**config.mk**
```make
export PLATFORM = sky130hd
export DESIGN_NAME = carrier_trip_guard_logic
export DESIGN_NICKNAME = d
export VERILOG_FILES = /design/src/common/ctg_pkg.sv /design/src/hdl/ms_qualify.sv /design/src/hdl/carrier_trip_guard_logic.sv
export SDC_FILE = /design/constraint.sdc
export NUM_CORES = 1
export LEC_CHECK = 0
export BUFFER_PORTS_ARGS = -buffer_cell sky130_fd_sc_hd__buf_4
export CORE_AREA = 2 2 143 145
export DETAILED_ROUTE_END_ITERATION = 16
export DIE_AREA = 0 0 145 147
export SYNTH_ARGS = -nofsm -noshare
export SYNTH_HDL_FRONTEND = slang
export SYNTH_SLANG_ARGS = --single-unit
```
**constraint.sdc**
```tcl
create_clock -name clk -period 7 [get_ports clk]
set_input_delay 1.05 -clock clk [delete_from_list [all_inputs] [get_ports clk]]
set_output_delay 1.05 -clock clk [all_outputs]
set_load 0.02 [all_outputs]
```
**src/common/ctg_pkg.sv**
```systemverilog
/*
 contents: constants, types and decode helpers of the carrier trip/guard
 receiver logic.
 surroundings: a 200 MHz system clock; switch fields reached over an
 Avalon-MM register slave.
*/
`default_nettype none
package ctg_pkg;
	// ********************
	// timing
	// ********************
	localparam int CLK_FREQ_KHZ = 200000;
	localparam int TICK_TIME_MS = 1;
	localparam int TICK_CYCLES  = CLK_FREQ_KHZ * TICK_TIME_MS;
	localparam int TMR_W        = 11;
	localparam logic [TMR_W-1:0] PRETRIP_STEP_MS = 11'h002;
	localparam logic [TMR_W-1:0] HOLD_A_MS       = 11'h00a;
	localparam logic [TMR_W-1:0] HOLD_B_MS       = 11'h032;
	localparam logic [TMR_W-1:0] HOLD_C_MS       = 11'h064;
	localparam logic [TMR_W-1:0] UNBLOCK_A_MS    = 11'h096;
	localparam logic [TMR_W-1:0] UNBLOCK_B_MS    = 11'h12c;
	localparam logic [TMR_W-1:0] UNBLOCK_C_MS    = 11'h1f4;
	localparam logic [TMR_W-1:0] LL_A_MS         = 11'h032;
	localparam logic [TMR_W-1:0] LL_B_MS         = 11'h04b;
	localparam logic [TMR_W-1:0] LL_C_MS         = 11'h064;
	localparam logic [TMR_W-1:0] GUARD_FIRST_MS  = 11'h078;
	localparam logic [TMR_W-1:0] OVERRIDE_MS     = 11'h3e8;
	localparam logic [TMR_W-1:0] OVERRIDE_LIM    = OVERRIDE_MS + 11'h001;
	// ********************
	// register map
	// ********************
	localparam int AV_ADDR_W = 4;
	localparam logic [AV_ADDR_W-1:0] CFG_OFS    = 4'h0;
	localparam logic [AV_ADDR_W-1:0] STATUS_OFS = 4'h4;
	localparam logic [31:0] CFG_RST   = 32'h0000_0000;
	localparam logic [31:0] CFG_WMASK = 32'h01ff_ffff;
	// ********************
	// types
	// ********************
	typedef struct packed {
		logic [6:0] rsvd;
		logic       three_freq;
		logic [1:0] lowlevel_dly;
		logic [5:0] bank3_spare;
		logic [2:0] bank2_spare;
		logic [1:0] guard_first_sel;
		logic       noise_block_en;
		logic [1:0] unblock_sel;
		logic [1:0] guardhold_sel;
		logic [1:0] triphold_sel;
		logic [3:0] pretrip_sel;
	} cfg_type;
	typedef struct packed {
		logic trip;
		logic guard;
		logic lowlevel;
		logic noise;
	} chan_type;
	typedef enum logic [1:0] {GF_OFF, GF_NO_OVR, GF_OVR} gf_mode_type;
	// ********************
	// decoders
	// ********************
	function automatic logic [TMR_W-1:0] hold_ms(input logic [1:0] sel);
		unique case (sel)
			2'h0: hold_ms = 11'h000;
			2'h1: hold_ms = HOLD_A_MS;
			2'h2: hold_ms = HOLD_B_MS;
			2'h3: hold_ms = HOLD_C_MS;
		endcase
	endfunction
	function automatic logic [TMR_W-1:0] unblock_ms(input logic [1:0] sel);
		unique case (sel)
			2'h0: unblock_ms = 11'h000;
			2'h1: unblock_ms = UNBLOCK_A_MS;
			2'h2: unblock_ms = UNBLOCK_B_MS;
			2'h3: unblock_ms = UNBLOCK_C_MS;
		endcase
	endfunction
	function automatic logic [TMR_W-1:0] ll_ms(input logic [1:0] sel);
		unique case (sel)
			2'h0: ll_ms = 11'h000;
			2'h1: ll_ms = LL_A_MS;
			2'h2: ll_ms = LL_B_MS;
			2'h3: ll_ms = LL_C_MS;
		endcase
	endfunction
	function automatic gf_mode_type gf_decode(input logic [1:0] sel);
		unique case (sel)
			2'h1:    gf_decode = GF_NO_OVR;
			2'h2:    gf_decode = GF_OVR;
			default: gf_decode = GF_OFF;
		endcase
	endfunction
endpackage
`default_nettype wire

```
**src/hdl/ms_qualify.sv**
```systemverilog
/*
 contents: millisecond persistence qualifier; in stretch form it extends
 a level after it ends.
 surroundings: one-cycle tick pulse per millisecond, synchronous reset.
*/
`timescale 1ns/1ps
`default_nettype none
module ms_qualify #(
	parameter int W       = 11,
	parameter bit STRETCH = 1'b0
) (
	// clock and reset
	input  wire logic         clk,
	input  wire logic         rst,
	// timing
	input  wire logic         tick,
	input  wire logic [W-1:0] limit,
	// signal
	input  wire logic         level,
	output var  logic         qualified
);
	logic [W-1:0] cnt_ff;
	logic [W-1:0] nxt_cnt;
	logic         qualified_ff;

	if (W < 1) begin : g_chk
		$error("ms_qualify: W must be at least 1");
	end

	// ********************
	// persistence counter
	// ********************
	always_comb
	begin
		nxt_cnt = cnt_ff;
		if (!level)
			nxt_cnt = '0;
		else if (tick && (cnt_ff < limit))
			nxt_cnt = cnt_ff + 1'b1;
	end

	always_ff @(posedge clk)
	begin
		if (rst)
			cnt_ff <= STRETCH ? '1 : '0;
		else
			cnt_ff <= nxt_cnt;
	end

	// stretch form sees the inverted level and inverts the result
	always_ff @(posedge clk)
	begin
		if (rst)
			qualified_ff <= 1'b0;
		else
			qualified_ff <= STRETCH ^ (level && (nxt_cnt >= limit));
	end

	assign qualified = qualified_ff;
endmodule // ms_qualify
`default_nettype wire

```
**src/hdl/carrier_trip_guard_logic.sv**
```systemverilog
/*
 contents: receiver trip/guard logic with switch-selected timers and an
 Avalon-MM slave holding the switch fields and a status word.
 surroundings: discriminator conditions synchronous to clk; relay drivers
 take the trip, guard and low-level outputs.
*/
`timescale 1ns/1ps
`default_nettype none
module carrier_trip_guard_logic #(
	parameter int TICK_CYCLES = ctg_pkg::TICK_CYCLES
) (
	// clock and reset
	input  wire logic                           clk,
	input  wire logic                           rst,
	// register bus
	input  wire logic [ctg_pkg::AV_ADDR_W-1:0] av_address,
	input  wire logic                           av_read,
	input  wire logic                           av_write,
	input  wire logic [31:0]                    av_writedata,
	input  wire logic [3:0]                     av_byteenable,
	output var  logic [31:0]                    av_readdata,
	output var  logic                           av_waitrequest,
	// channel conditions
	input  wire ctg_pkg::chan_type              chan,
	// relay outputs
	output var  logic                           trip_out,
	output var  logic                           guard_out,
	output var  logic                           lowlevel_out
);
	localparam int TW = $clog2(TICK_CYCLES + 1);

	if (TICK_CYCLES < 1) begin : g_chk
		$error("carrier_trip_guard_logic: TICK_CYCLES must be at least 1");
	end

	logic [31:0]                cfg_ff;
	logic [31:0]                nxt_cfg;
	ctg_pkg::cfg_type           cfg;
	logic [31:0]                readdata_ff;
	logic                       waitrequest_ff;
	logic [TW-1:0]              tick_cnt_ff;
	logic                       tick_ff;
	logic [ctg_pkg::TMR_W-1:0]  pretrip_lim;
	logic [ctg_pkg::TMR_W-1:0]  triphold_lim;
	logic [ctg_pkg::TMR_W-1:0]  guardhold_lim;
	logic [ctg_pkg::TMR_W-1:0]  unblock_lim;
	logic [ctg_pkg::TMR_W-1:0]  ll_lim;
	ctg_pkg::gf_mode_type       gf_mode;
	logic                       loss_raw;
	logic                       loss_q;
	logic                       loss_d_ff;
	logic                       loss_rise;
	logic                       unblock_open_ff;
	logic [ctg_pkg::TMR_W-1:0]  unblock_cnt_ff;
	logic                       unblock_start;
	logic                       noise_stop;
	logic                       trip_cond;
	logic                       pretrip_q;
	logic                       guard120_q;
	logic                       trip1000_q;
	logic                       armed_ff;
	logic                       loss_seen_ff;
	logic                       permit;
	logic                       trip_act;
	logic [31:0]                status;

	// ********************
	// register slave
	// ********************
	assign cfg = ctg_pkg::cfg_type'(cfg_ff);

	always_comb
	begin
		nxt_cfg = cfg_ff;
		for (int i = 0; i < 4; i++)
			if (av_byteenable[i])
				nxt_cfg[8*i +: 8] = av_writedata[8*i +: 8];
		nxt_cfg = nxt_cfg & ctg_pkg::CFG_WMASK;
	end

	always_ff @(posedge clk)
	begin
		if (rst)
			cfg_ff <= ctg_pkg::CFG_RST;
		else if (av_write && !waitrequest_ff && av_address == ctg_pkg::CFG_OFS)
			cfg_ff <= nxt_cfg;
	end

	assign status = {22'h0, loss_seen_ff, armed_ff, unblock_open_ff, loss_q,
		lowlevel_out, guard_out, trip_out, chan.trip, chan.guard, chan.noise};

	// accept in one cycle, complete in the next
	always_ff @(posedge clk)
	begin
		if (rst)
		begin
			waitrequest_ff <= 1'b1;
			readdata_ff    <= 32'h0000_0000;
		end
		else if ((av_read || av_write) && waitrequest_ff)
		begin
			waitrequest_ff <= 1'b0;
			if (av_read && av_address == ctg_pkg::CFG_OFS)
				readdata_ff <= cfg_ff;
			else if (av_read && av_address == ctg_pkg::STATUS_OFS)
				readdata_ff <= status;
			else
				readdata_ff <= 32'h0000_0000;
		end
		else
			waitrequest_ff <= 1'b1;
	end

	assign av_readdata    = readdata_ff;
	assign av_waitrequest = waitrequest_ff;

	// ********************
	// millisecond tick
	// ********************
	always_ff @(posedge clk)
	begin
		if (rst)
		begin
			tick_cnt_ff <= '0;
			tick_ff     <= 1'b0;
		end
		else if (tick_cnt_ff == TW'(TICK_CYCLES - 1))
		begin
			tick_cnt_ff <= '0;
			tick_ff     <= 1'b1;
		end
		else
		begin
			tick_cnt_ff <= tick_cnt_ff + 1'b1;
			tick_ff     <= 1'b0;
		end
	end

	// ********************
	// switch decode
	// ********************
	// spare bank bits and the frequency mode bit steer nothing
	assign pretrip_lim   = ctg_pkg::TMR_W'(cfg.pretrip_sel) * ctg_pkg::PRETRIP_STEP_MS;
	assign triphold_lim  = ctg_pkg::hold_ms(cfg.triphold_sel);
	assign guardhold_lim = ctg_pkg::hold_ms(cfg.guardhold_sel);
	assign unblock_lim   = ctg_pkg::unblock_ms(cfg.unblock_sel);
	assign ll_lim        = ctg_pkg::ll_ms(cfg.lowlevel_dly);
	assign gf_mode       = ctg_pkg::gf_decode(cfg.guard_first_sel);

	// ********************
	// loss of channel and unblock window
	// ********************
	assign loss_raw = chan.lowlevel && !chan.guard;

	ms_qualify #(.W(ctg_pkg::TMR_W), .STRETCH(1'b0)) u_loss (
		.clk       (clk),
		.rst       (rst),
		.tick      (tick_ff),
		.limit     (ll_lim),
		.level     (loss_raw),
		.qualified (loss_q)
	);

	always_ff @(posedge clk)
	begin
		if (rst)
			loss_d_ff <= 1'b0;
		else
			loss_d_ff <= loss_q;
	end

	assign loss_rise     = loss_q && !loss_d_ff;
	assign noise_stop    = cfg.noise_block_en && chan.noise;
	assign unblock_start = loss_rise && (unblock_lim != '0) && !noise_stop;

	always_ff @(posedge clk)
	begin
		if (rst)
		begin
			unblock_open_ff <= 1'b0;
			unblock_cnt_ff  <= '0;
		end
		else if (unblock_start)
		begin
			unblock_open_ff <= 1'b1;
			unblock_cnt_ff  <= '0;
		end
		else if (unblock_open_ff)
		begin
			if (noise_stop || !loss_q)
				unblock_open_ff <= 1'b0;
			else if (tick_ff && (unblock_cnt_ff + 1'b1 >= unblock_lim))
				unblock_open_ff <= 1'b0;
			if (tick_ff)
				unblock_cnt_ff <= unblock_cnt_ff + 1'b1;
		end
	end

	// ********************
	// trip path
	// ********************
	assign trip_cond = chan.trip || unblock_open_ff;

	ms_qualify #(.W(ctg_pkg::TMR_W), .STRETCH(1'b0)) u_pretrip (
		.clk       (clk),
		.rst       (rst),
		.tick      (tick_ff),
		.limit     (pretrip_lim),
		.level     (trip_cond),
		.qualified (pretrip_q)
	);

	ms_qualify #(.W(ctg_pkg::TMR_W), .STRETCH(1'b0)) u_guard120 (
		.clk       (clk),
		.rst       (rst),
		.tick      (tick_ff),
		.limit     (ctg_pkg::GUARD_FIRST_MS),
		.level     (chan.guard),
		.qualified (guard120_q)
	);

	ms_qualify #(.W(ctg_pkg::TMR_W), .STRETCH(1'b0)) u_trip1000 (
		.clk       (clk),
		.rst       (rst),
		.tick      (tick_ff),
		.limit     (ctg_pkg::OVERRIDE_LIM),
		.level     (chan.trip),
		.qualified (trip1000_q)
	);

	// guard arming: set wins over the clear in both flags
	always_ff @(posedge clk)
	begin
		if (rst)
		begin
			armed_ff     <= 1'b0;
			loss_seen_ff <= 1'b0;
		end
		else
		begin
			armed_ff     <= guard120_q || (armed_ff && !loss_rise);
			loss_seen_ff <= loss_rise || (loss_seen_ff && !guard120_q);
		end
	end

	always_comb
	begin
		unique case (gf_mode)
			ctg_pkg::GF_OFF:    permit = 1'b1;
			ctg_pkg::GF_NO_OVR: permit = armed_ff;
			ctg_pkg::GF_OVR:    permit = armed_ff || trip1000_q || loss_seen_ff;
			default:            permit = 1'b1;
		endcase
	end

	assign trip_act = pretrip_q && permit;

	// ********************
	// output stretchers and low-level alarm delay
	// ********************
	ms_qualify #(.W(ctg_pkg::TMR_W), .STRETCH(1'b1)) u_trip_hold (
		.clk       (clk),
		.rst       (rst),
		.tick      (tick_ff),
		.limit     (triphold_lim),
		.level     (!trip_act),
		.qualified (trip_out)
	);

	ms_qualify #(.W(ctg_pkg::TMR_W), .STRETCH(1'b1)) u_guard_hold (
		.clk       (clk),
		.rst       (rst),
		.tick      (tick_ff),
		.limit     (guardhold_lim),
		.level     (!chan.guard),
		.qualified (guard_out)
	);

	ms_qualify #(.W(ctg_pkg::TMR_W), .STRETCH(1'b0)) u_ll_alarm (
		.clk       (clk),
		.rst       (rst),
		.tick      (tick_ff),
		.limit     (ll_lim),
		.level     (chan.lowlevel),
		.qualified (lowlevel_out)
	);
endmodule // carrier_trip_guard_logic
`default_nettype wire

```
==> results of run 1 <==
## final cells by class
class | instances | area, um2
Fill cell | 1888 | 9780
Multi-Input combinational cell | 770 | 5050
Sequential cell | 169 | 3380
Timing Repair Buffer | 73 | 548
Clock buffer | 22 | 464
Tap cell | 270 | 338
Inverter | 51 | 191
Clock inverter | 10 | 95.1
## metal layers
metal	share of wire (%)	vias to the layer above	GRT usage, %
met5	0	-	0
met4	1.0	0	4.70
met3	3.6	16	3.76
met2	43	124	28.6
met1	53	3240	27.5
li1	-	3681	-
## Yosys cell counts (all sizes together), types with 6 or more instances
cell     instances  area (um2)
inv             50         188
nor3            16        80.1
clkbuf          36         155
a21o            15         114
a211oi           8        60.1
or3              6        38.8
nand3           52         260
a22oi           15         113
xnor2           47         412
and3             6        37.5
ha              86        1080
nor4            11        68.8
xor2            23         201
o21a             7        52.6
o21ai           21         105
and2            17         106
nand2           77         289
or2             14        87.6
a21oi           61         309
o21bai          11        82.6
dfxtp          169        3380
buf             10        65.1
nor2           149         559
mux2i           16         160
nand2b          12        75.1
a2111oi         11         106
nor2b           15        93.8
nand4           19         119
## sequential cells by signal, summed over array words and instances (netlist names), 11 cells and up
| register | flops |
|---|---|
| u_trip1000.cnt_ff | 11 |
| u_guard_hold.cnt_ff | 11 |
| u_trip_hold.cnt_ff | 11 |
| u_loss.cnt_ff | 11 |
| u_ll_alarm.cnt_ff | 11 |
| unblock_cnt_ff | 11 |
| u_pretrip.cnt_ff | 11 |
| cfg | 25 |
| tick_cnt_ff | 18 |
| u_guard120.cnt_ff | 11 |
| av_readdata | 25 |
## where the power goes
group | switching [mW] | internal [mW] | total [mW]
clock network | 0.383 | 0.509 | 0.892
logic | 0.0722 | 0.0488 | 0.121
registers | 0.0119 | 0.975 | 0.987
total | 0.467 | 1.53 | 2.00
## cell families (layout without fill, tap and decap cells)
group,after synthesis,count (layout),share of synthesized area [%]
other,1,7,0.0425
DFF,169,169,38.4
buffers and inverters,97,156,4.67
AOI/OAI and AO/OA,172,172,12.8
adders and majority gates,86,86,12.2
muxes,18,18,2.07
and+or+nand+nor,417,417,22.9
xor gates and xnor gates,70,70,6.96
## worst max-delay path by stage
| stage | startpoint | end |
|---|---|---|
| after detailed placement | cfg[23] | u_loss.qualified |
| after global placement | cfg[5] | u_trip_hold.qualified |
| after global routing | cfg[23] | u_loss.qualified |
| final | cfg[5] | u_trip_hold.qualified |
| after floorplan | cfg[4] | u_trip_hold.qualified |
| after CTS | cfg[5] | u_trip_hold.qualified |
## metrics by stage
stage | utilization, % | power, mW | area [um2] | std cells | hold WS (ns)
6_report | 50.7 | 2.00 | 10100 | 1365 | 0.448
3_3_place_gp | 47.9 | 1.13 | 9510 | 1333 | 0.430
2_1_floorplan | - | 1.09 | 8840 | 1036 | 0.418
3_5_place_dp | 47.9 | 1.13 | 9510 | 1333 | 0.437
4_1_cts | 50.7 | 2.03 | 10100 | 1365 | 0.448
5_1_grt | 50.7 | 2.08 | 10100 | 1365 | 0.457
## tightest hold or removal path, delay by kind of cell (launching register included)
| kind | cells | cell delay [ns] |
|---|---|---|
| flops | 1 | 0.31 |
| buf+inv | 1 | 0.05 |
| simple gates | 1 | 0.05 |
==> flow_summary_export.csv, run 1 <==
group,metric,value,unit
run_status,outcome,"finished clean",
worst_setup_path,reg2reg_slack,3.08,ns
synth,synth.distinct_cells,63,
worst_setup_path,critical_path_peak_fanout,10,
finish,net_count_reported_at_finish,1216,
synth,synth_edf_count,0,
timing,timing.final.crit_period,3.92,ns
worst_setup_path,critPathMaxStageDelay,0.66,ns
timing,maxSlewViolCount,0,
clock_network,cts_max_level,4,
synth,cell_area_synth,8810,um2
synth,ys_dominant_reg_cell,"sky130_fd_sc_hd__dfxtp_1",
clock_network,clk-insertion-delay-late,0.42,ns
grt,global_route.usage.total,18.9,%
worst_setup_path,cpMostUsedCell,"sky130_fd_sc_hd__ha_1",
finish,mostFrequentLayoutCell,"sky130_fd_sc_hd__dfxtp_1",
min_path,worstHoldEndpoint,"u_trip1000.cnt_ff[10]",
grt,global_route_wire_length_before_repair,33000,um
worst_setup_path,worstPathBufferInverterCount,1,
worst_setup_path,timing.rr.end,"u_trip_hold.qualified",
detailed_routing,drtAntennaViolNets,0,
timing,fmax,255,MHz
detailed_routing,post-route-drc-count,0,
timing,transition_time_at_the_pin_with_the_least_slew_margin,0.937,ns
clock_network,clock_path_buffers,2,
finish,antenna-diode-count,0,
finish,area_growth_from_synthesis_to_final_layout,14.2,%
worst_setup_path,worst_r2r_path_depth,15,
worst_setup_path,cp.depth,15,
detailed_routing,via_per_inst,5.17,
timing,fin_crit_sh,56.0,%
worst_setup_path,worst_path_max_delay_cell,"sky130_fd_sc_hd__or4b_1",
placed_design,port-buffer-count,69,
detailed_routing,vias,7061,
clock_network,ctsRootBufferMaster,"sky130_fd_sc_hd__clkbuf_16",
worst_setup_path,critPathLaunchType,"flop",
grt,antenna_found_initial,0,
worst_setup_path,cp.required,7.34,ns
floorplan,floorplan.die_area,21300,um2
min_path,holdCritPathClass,"reg -> reg",
worst_setup_path,setup.worst_path.end_class,"flop",
timing,setup_violation_total_in_the_final_timing_report,0,
timing,worst_case_headroom_to_the_max_slew_limit,35.9,%
power,power_leakage,3.84,nW
run,maxCapViolCount,0,
floorplan,io_pins,84,
finish,mostFrequentLayoutCells,"169 x sky130_fd_sc_hd__dfxtp_1, 149 x sky130_fd_sc_hd__nor2_1, 86 x sky130_fd_sc_hd__ha_1",
finish,final_layout_size_suffix_gt1_share,11.2,%
clock_network,ctsHoldBuffers,0,
clock_network,numCtsBuffers,17,
min_path,worstHoldPathCells,2,
floorplan,die_width,145,um
placed_design,dp_hpwl,14300,um
clock_network,cts-resized-gates,0,
detailed_routing,route.detailed.wl_per_inst,14.4,um
timing,hold_viol,0,
worst_setup_path,critPathTopFamily,"simple AND/OR/NAND/NOR gates",
power,vdd_ir_drop_max,0.000150,V
detailed_routing,postRouteWirelength,19700,um
timing,finalSetupTns,0,ns
grt,maximum_number_of_pins_on_one_net_before_global_route_repair,57,
worst_setup_path,r2r_start,"cfg[5]",
synth,synth.yosys.seq_area_share,38.4,%
synth,yosys_register_bits,169,
grt,first_global_vias,6491,
placed_design,gp_congestion,0.839,
placed_design,pre_cts_ws,3.12,ns
clock_network,cts.reportedPaths.clkPinSlew,0.07,ns
synth,synth-async-reset-ratio,0,%
synth,synth-warning-count,0,
clock_network,post_cts.repair.setup_buffers,0,
floorplan,core.rowCount,52,
detailed_routing,drt-pass1-iter-count,4,
clock_network,tritoncts_num_sinks,169,
worst_setup_path,critPathKind,"reg -> reg",
grt,remaining_overflow_grt,0,
power,p_per_area,199,nW/um2
worst_setup_path,critPathArrivalTime,4.26,ns
worst_setup_path,critical_path.cell_chain,"ha_1 > inv_1 > ha_1 > o21a_1 > o21ai_0 > or4b_1 > or4_1 > a21oi_1 > ha_1 > nor2b_1 > o21a_1 > o21ai_0 > a21oi_1 > a311o_1 > o22ai_1",
synth,post_synth.cell_area_avg,8.56,um2
timing,worst_clock_skew,0.00824,ns
synth,post_synthesis_cell_count,1030,
floorplan,floorplan.die.height,147,um
floorplan,floorplan.initialDensity,44.4,%
detailed_routing,drt_first_iter_violations,345,
timing,rsz0062_at_grt,"no",
timing,timing.final.ws_setup,3.08,ns
clock_network,tritoncts,"built",
floorplan,core_area,19800,um2
min_path,hold_path_startpoint,"u_trip1000.cnt_ff[10]",
Note: power is estimated with default switching activity, not from simulation.
==> run 2: changes to the inputs <==
==> constraint.sdc (replaced) <==
create_clock -name clk -period 3.9 [get_ports clk]
set_input_delay 0.585 -clock clk [delete_from_list [all_inputs] [get_ports clk]]
set_output_delay 0.585 -clock clk [all_outputs]
set_load 0.02 [all_outputs]
==> run 2 against run 1 <==
Wire length rose by 1.9%. Clock skew fell by 0.0013 ns. Via count rose by 2.0%. Combinational power rose by 83%. Sequential share of layout area fell by 0.50 points.
==> flow_summary_export.csv, run 2 (synthesis results as in run 1) <==
group,metric,value,unit
run_status,outcome,"finished clean",
floorplan,floorplan.initialDensity,44.4,%
grt,remaining_overflow_grt,0,
clock_network,cts.reportedPaths.clkPinSlew,0.07,ns
clock_network,numCtsBuffers,17,
floorplan,core.rowCount,52,
power,power_frac_seq,47.0,%
grt,first_global_vias,6808,
floorplan,floorplan.die_area,21300,um2
timing,transition_time_at_the_pin_with_the_least_slew_margin,0.913,ns
finish,mostFrequentLayoutCell,"sky130_fd_sc_hd__dfxtp_1",
detailed_routing,post-route-drc-count,0,
timing,worst_clock_skew,0.00690,ns
timing,maxSlewViolCount,0,
clock_network,tritoncts,"built",
clock_network,tritoncts_num_sinks,169,
timing,fin_crit_sh,92.7,%
finish,antenna-diode-count,0,
power,switching_power,0.847,mW
finish,net_count_reported_at_finish,1227,
power,comb_power_share,5.9,%
finish,final_layout_size_suffix_gt1_share,12.5,%
worst_setup_path,critPathArrivalTime,3.93,ns
finish,area_growth_from_synthesis_to_final_layout,15.9,%
grt,maximum_number_of_pins_on_one_net_before_global_route_repair,62,
worst_setup_path,critPathLaunchType,"flop",
floorplan,die_width,145,um
min_path,holdCritPathClass,"in -> reg",
grt,antenna_found_initial,0,
power,cell_internal_pwr,2.92,mW
clock_network,ctsRootBufferMaster,"sky130_fd_sc_hd__clkbuf_16",
worst_setup_path,critical_path_peak_fanout,7,
timing,finalSetupTns,0,ns
detailed_routing,via_per_inst,5.24,
detailed_routing,postRouteWirelength,20100,um
detailed_routing,drt-pass1-iter-count,6,
placed_design,dp_hpwl,14800,um
timing,timing.hold.ws,0.422,ns
worst_setup_path,setup.worst_path.end_class,"flop",
clock_network,clock_path_buffers,2,
power,power_leakage,3.93,nW
power,share_clk_of_total_power,47.1,%
detailed_routing,vias,7205,
clock_network,ctsHoldBuffers,0,
run,maxCapViolCount,0,
floorplan,floorplan.die.height,147,um
clock_network,cts_max_level,4,
worst_setup_path,cp.required,4.22,ns
timing,worst_case_headroom_to_the_max_slew_limit,37.5,%
placed_design,port-buffer-count,69,
grt,global_route.usage.total,19.3,%
grt,global_route_wire_length_before_repair,33900,um
power,p_per_area,369,nW/um2
timing,timing.final.crit_period,3.62,ns
timing,hold_viol,0,
power,vdd_ir_drop_max,0.000280,V
clock_network,clk-insertion-delay-late,0.43,ns
power,switching_share,22.5,%
detailed_routing,drtAntennaViolNets,0,
detailed_routing,drt_first_iter_violations,259,
floorplan,io_pins,84,
timing,fmax,276,MHz
floorplan,core_area,19800,um2
placed_design,gp_congestion,0.840,
timing,setup_violation_total_in_the_final_timing_report,0,
finish,mostFrequentLayoutCells,"169 x sky130_fd_sc_hd__dfxtp_1, 149 x sky130_fd_sc_hd__nor2_1, 86 x sky130_fd_sc_hd__ha_1",
detailed_routing,route.detailed.wl_per_inst,14.6,um
worst_setup_path,critPathKind,"reg -> reg",
## run 2: changes by cell type in the layout (fill, tap and decap cells not counted), sizes merged
| cell | delta |
|---|---|
| buf | +11 |
| bufinv | +3 |
| clkbuf | -3 |
| clkinv | +1 |
| clkinvlp | -3 |
| inv | +1 |
## run 2: layout make-up
type	instances	area [um2]
clock buffer	19	443
inverter	51	191
multi-input combinational	770	5060
fill	1889	9630
tap	270	338
clock inverter	12	173
sequential	169	3380
timing repair buffer	84	631
## run 2: metal layers
metal	track usage, %	vias up	share of wire (%)
met2	29.8	126	43
met1	26.9	3357	51
met3	3.94	28	4.2
met5	0	-	0
li1	-	3694	-
met4	6.68	0	1.8
## run 2: through the flow
| stage | utilization (%) | worst slack, ns | total power [mW] | instance area, um2 | std cells |
|---|---|---|---|---|---|
| final | 51.5 | 0.283 | 3.77 | 10200 | 1375 |
| after global placement | 48.2 | 0.256 | 2.03 | 9570 | 1342 |
| after global routing | 51.5 | -0.00817 | 3.92 | 10200 | 1375 |
| after CTS | 51.3 | 0.146 | 3.81 | 10200 | 1373 |
| after floorplan | - | 0.443 | 1.95 | 8840 | 1036 |
| after detailed placement | 48.2 | 0.152 | 2.03 | 9570 | 1342 |
## run 2: worst paths after layout
| path | start | end | slack, ns | depth (start not counted) |
|---|---|---|---|---|
| max | cfg[22] | u_loss.qualified | 0.28 | 16 |
| min | av_writedata[14] | cfg[14] | 0.42 | 3 |
| max reg2reg | cfg[22] | u_loss.qualified | 0.28 | 16 |
| min reg2reg | u_trip_hold.cnt_ff[8] | u_trip_hold.cnt_ff[8] | 0.45 | 1 |
## run 2: timing repair
action / in CTS / in global routing
endpoints found under the setup margin: 0 / 2
hold endpoints to repair: 0 / 0
buffers inserted: 0 / 2
resized for setup: 0 / 5
## run 2: power by group through the flow
stage | logic, mW | registers [mW] | clock network [mW]
after floorplan | 0.144 | 1.81 | 0
final | 0.222 | 1.77 | 1.78
after global routing | 0.248 | 1.77 | 1.89
after global placement | 0.221 | 1.81 | 0
after detailed placement | 0.223 | 1.81 | 0
after CTS | 0.224 | 1.77 | 1.82
## run 2: critical path, stage by stage (launching register included)
cell	delay, ns
sky130_fd_sc_hd__dfxtp_1	0.43
sky130_fd_sc_hd__inv_1	0.11
sky130_fd_sc_hd__ha_1	0.20
sky130_fd_sc_hd__o21bai_1	0.18
sky130_fd_sc_hd__ha_1	0.22
sky130_fd_sc_hd__a2111oi_2	0.40
sky130_fd_sc_hd__o21ai_2	0.18
sky130_fd_sc_hd__a21oi_2	0.19
sky130_fd_sc_hd__xnor2_1	0.10
sky130_fd_sc_hd__or2_2	0.28
sky130_fd_sc_hd__ha_1	0.28
sky130_fd_sc_hd__nand2b_1	0.14
sky130_fd_sc_hd__a21oi_1	0.15
sky130_fd_sc_hd__nor2b_1	0.06
sky130_fd_sc_hd__o21ai_0	0.19
sky130_fd_sc_hd__a21oi_1	0.10
sky130_fd_sc_hd__o41a_1	0.30
==> run 3: changes to the inputs <==
--- a/config.mk
+++ b/config.mk
@@ -9,6 +9,7 @@
 export CORE_AREA = 2 2 143 145
 export DETAILED_ROUTE_END_ITERATION = 16
 export DIE_AREA = 0 0 145 147
+export PLACE_DENSITY = 0.72
 export SYNTH_ARGS = -nofsm -noshare
 export SYNTH_HDL_FRONTEND = slang
 export SYNTH_SLANG_ARGS = --single-unit
==> run 3 against run 2 <==
Combinational power about the same. Utilization about the same. Sequential power about the same. Non-clock buffer count increased by 1. Critical path depth decreased by 1. Power decreased by 2.1%. Largest cell class unchanged. Clock power decreased by 4%.
==> flow_summary_export.csv, run 3 (synthesis results as in run 1) <==
group,metric,value,unit
power,switching_share,23.5,%
detailed_routing,drt_first_iter_violations,449,
grt,global_route.usage.total,18.9,%
clock_network,ctsHoldBuffers,0,
placed_design,port-buffer-count,69,
worst_setup_path,critical_path_peak_fanout,5,
floorplan,floorplan.initialDensity,44.4,%
timing,fin_crit_sh,93.8,%
power,p_per_area,362,nW/um2
worst_setup_path,worstPathBufferInverterCount,1,
min_path,holdCritPathClass,"in -> reg",
timing,hold_viol,0,
clock_network,numCtsBuffers,17,
min_path,worstHoldEndpoint,"cfg[0]",
worst_setup_path,critical_path.cell_chain,"inv_1 > ha_1 > or4b_1 > a2111oi_1 > o21ai_1 > a21oi_2 > xnor2_1 > nand2b_1 > ha_1 > nand2b_1 > a21o_1 > a21oi_1 > o21ai_0 > a31oi_1 > a21oi_1",
floorplan,io_pins,84,
placed_design,dp_hpwl,14300,um
finish,mostFrequentLayoutCell,"sky130_fd_sc_hd__dfxtp_1",
finish,mostFrequentLayoutCells,"169 x sky130_fd_sc_hd__dfxtp_1, 149 x sky130_fd_sc_hd__nor2_1, 86 x sky130_fd_sc_hd__ha_1",
floorplan,floorplan.die_area,21300,um2
grt,maximum_number_of_pins_on_one_net_before_global_route_repair,66,
floorplan,core.rowCount,52,
worst_setup_path,worst_r2r_path_depth,15,
power,comb_power_share,6.0,%
power,vdd_ir_drop_max,0.000352,V
worst_setup_path,critPathMaxStageDelay,0.53,ns
timing,worst_clock_skew,0.00764,ns
timing,worst_case_headroom_to_the_max_slew_limit,40.1,%
clock_network,cts.reportedPaths.clkPinSlew,0.07,ns
clock_network,tritoncts_num_sinks,169,
detailed_routing,postRouteWirelength,19600,um
floorplan,floorplan.die.height,147,um
detailed_routing,route.detailed.wl_per_inst,14.2,um
grt,remaining_overflow_grt,0,
finish,area_growth_from_synthesis_to_final_layout,15.9,%
grt,global_route_wire_length_before_repair,33300,um
timing,timing.final.crit_period,3.66,ns
worst_setup_path,worst_path_max_delay_cell,"sky130_fd_sc_hd__or4b_1",
clock_network,clk-insertion-delay-late,0.43,ns
floorplan,die_width,145,um
finish,filler_cell_count,1851,
finish,design_area,10200,um2
clock_network,ctsRootBufferMaster,"sky130_fd_sc_hd__clkbuf_16",
worst_setup_path,critPathArrivalTime,3.96,ns
worst_setup_path,timing.rr.end,"u_ll_alarm.qualified",
power,power_leakage,3.92,nW
detailed_routing,post-route-drc-count,0,
power,switching_power,0.866,mW
worst_setup_path,cp.required,4.20,ns
timing,maxSlewViolCount,0,
placed_design,placement_cell_area,9570,um2
run,maxCapViolCount,0,
power,share_clk_of_total_power,46.1,%
timing,transition_time_at_the_pin_with_the_least_slew_margin,0.876,ns
timing,setup_violation_total_in_the_final_timing_report,0,
worst_setup_path,setup.worst_path.start,"cfg[23]",
grt,first_global_vias,6931,
grt,antenna_found_initial,0,
finish,final_layout_size_suffix_gt1_share,12.7,%
clock_network,cts_max_level,4,
detailed_routing,vias,7277,
finish,antenna-diode-count,0,
power,cell_internal_pwr,2.83,mW
placed_design,gp_congestion,0.846,
worst_setup_path,critPathKind,"reg -> reg",
detailed_routing,drtAntennaViolNets,0,
min_path,hold_path_startpoint,"av_writedata[0]",
clock_network,clock_path_buffers,2,
floorplan,core_area,19800,um2
power,power,3.69,mW
clock_network,tritoncts,"built",
finish,net_count_reported_at_finish,1228,
worst_setup_path,critPathTopFamily,"compound AO/OA/AOI/OAI gates",
detailed_routing,drt-pass1-iter-count,5,
power,power_frac_seq,48.0,%
min_path,worstHoldPathCells,3,
finish,finish.utilization,51.5,%
worst_setup_path,setup.worst_path.end_class,"flop",
timing,fmax,273,MHz
run_status,outcome,"finished clean",
detailed_routing,via_per_inst,5.28,
worst_setup_path,critPathLaunchType,"flop",
worst_setup_path,r2r_start,"cfg[23]",
worst_setup_path,reg2reg_slack,0.24,ns
[run 3: changes by cell type in the layout (fill, tap and decap cells not counted), sizes merged]
cell and change:
buf +1, bufinv -2, clkbuf +1, clkinv -1
clkinvlp +2, inv +1
[run 3: final cells by class]
cell class	count	area (um2)	area share (%)
clock buffers	20	457	4.47
clock inverters	12	141	1.38
inverters	51	191	1.87
multi-input cells	770	5060	49.6
flip-flops and latches	169	3380	33.1
well taps	270	338	3.31
repair buffers	85	638	6.25
[run 3: through the flow]
| step | worst slack, ns | hold WS [ns] | cells | TNS [ns] |
|---|---|---|---|---|
| floorplan | 0.443 | 0.418 | 1036 | 0 |
| global placement | 0.313 | 0.424 | 1342 | 0 |
| detailed placement | 0.139 | 0.431 | 1342 | 0 |
| CTS | 0.111 | 0.410 | 1374 | 0 |
| global route | -0.0492 | 0.420 | 1377 | -0.0492 |
| finish | 0.240 | 0.420 | 1377 | 0 |
[run 3: routing by layer]
metal	share of wire [%]	up-vias	global-route usage [%]
li1	-	3709	-
met1	49	3367	25.6
met2	44	162	30.3
met3	4.4	39	3.32
met4	2.5	0	7.43
met5	0	-	0
[run 3: power groups by stage]
stage	Clock, mW	Combinational [mW]	Sequential [mW]
global placement	0	0.217	1.81
global route	1.81	0.250	1.77
CTS	1.73	0.220	1.77
detailed placement	0	0.220	1.81
finish	1.70	0.220	1.77
floorplan	0	0.144	1.81
[run 3: worst max-delay path by stage]
stage | end | slack, ns | cells after the start
global placement | u_ll_alarm.qualified | 0.31 | 15
floorplan | u_trip_hold.qualified | 0.44 | 16
CTS | u_ll_alarm.qualified | 0.11 | 15
finish | u_ll_alarm.qualified | 0.24 | 15
global route | u_ll_alarm.qualified | -0.05 | 15
detailed placement | u_ll_alarm.qualified | 0.14 | 15
[run 3: worst reg2reg max path, cell delays in order (launching register included)]
cell and delay, ns:
sky130_fd_sc_hd__dfxtp_1 0.33, sky130_fd_sc_hd__inv_1 0.10, sky130_fd_sc_hd__ha_1 0.20, sky130_fd_sc_hd__or4b_1 0.53, sky130_fd_sc_hd__a2111oi_1 0.48, sky130_fd_sc_hd__o21ai_1 0.26, sky130_fd_sc_hd__a21oi_2 0.22, sky130_fd_sc_hd__xnor2_1 0.10
sky130_fd_sc_hd__nand2b_1 0.15, sky130_fd_sc_hd__ha_1 0.27, sky130_fd_sc_hd__nand2b_1 0.13, sky130_fd_sc_hd__a21o_1 0.18, sky130_fd_sc_hd__a21oi_1 0.15, sky130_fd_sc_hd__o21ai_0 0.13, sky130_fd_sc_hd__a31oi_1 0.20, sky130_fd_sc_hd__a21oi_1 0.09
[run 3: repair_timing]
item                       in CTS  in global routing
setup buffers                   0                  3
gates resized for setup         0                  5
setup endpoints to repair       0                  3
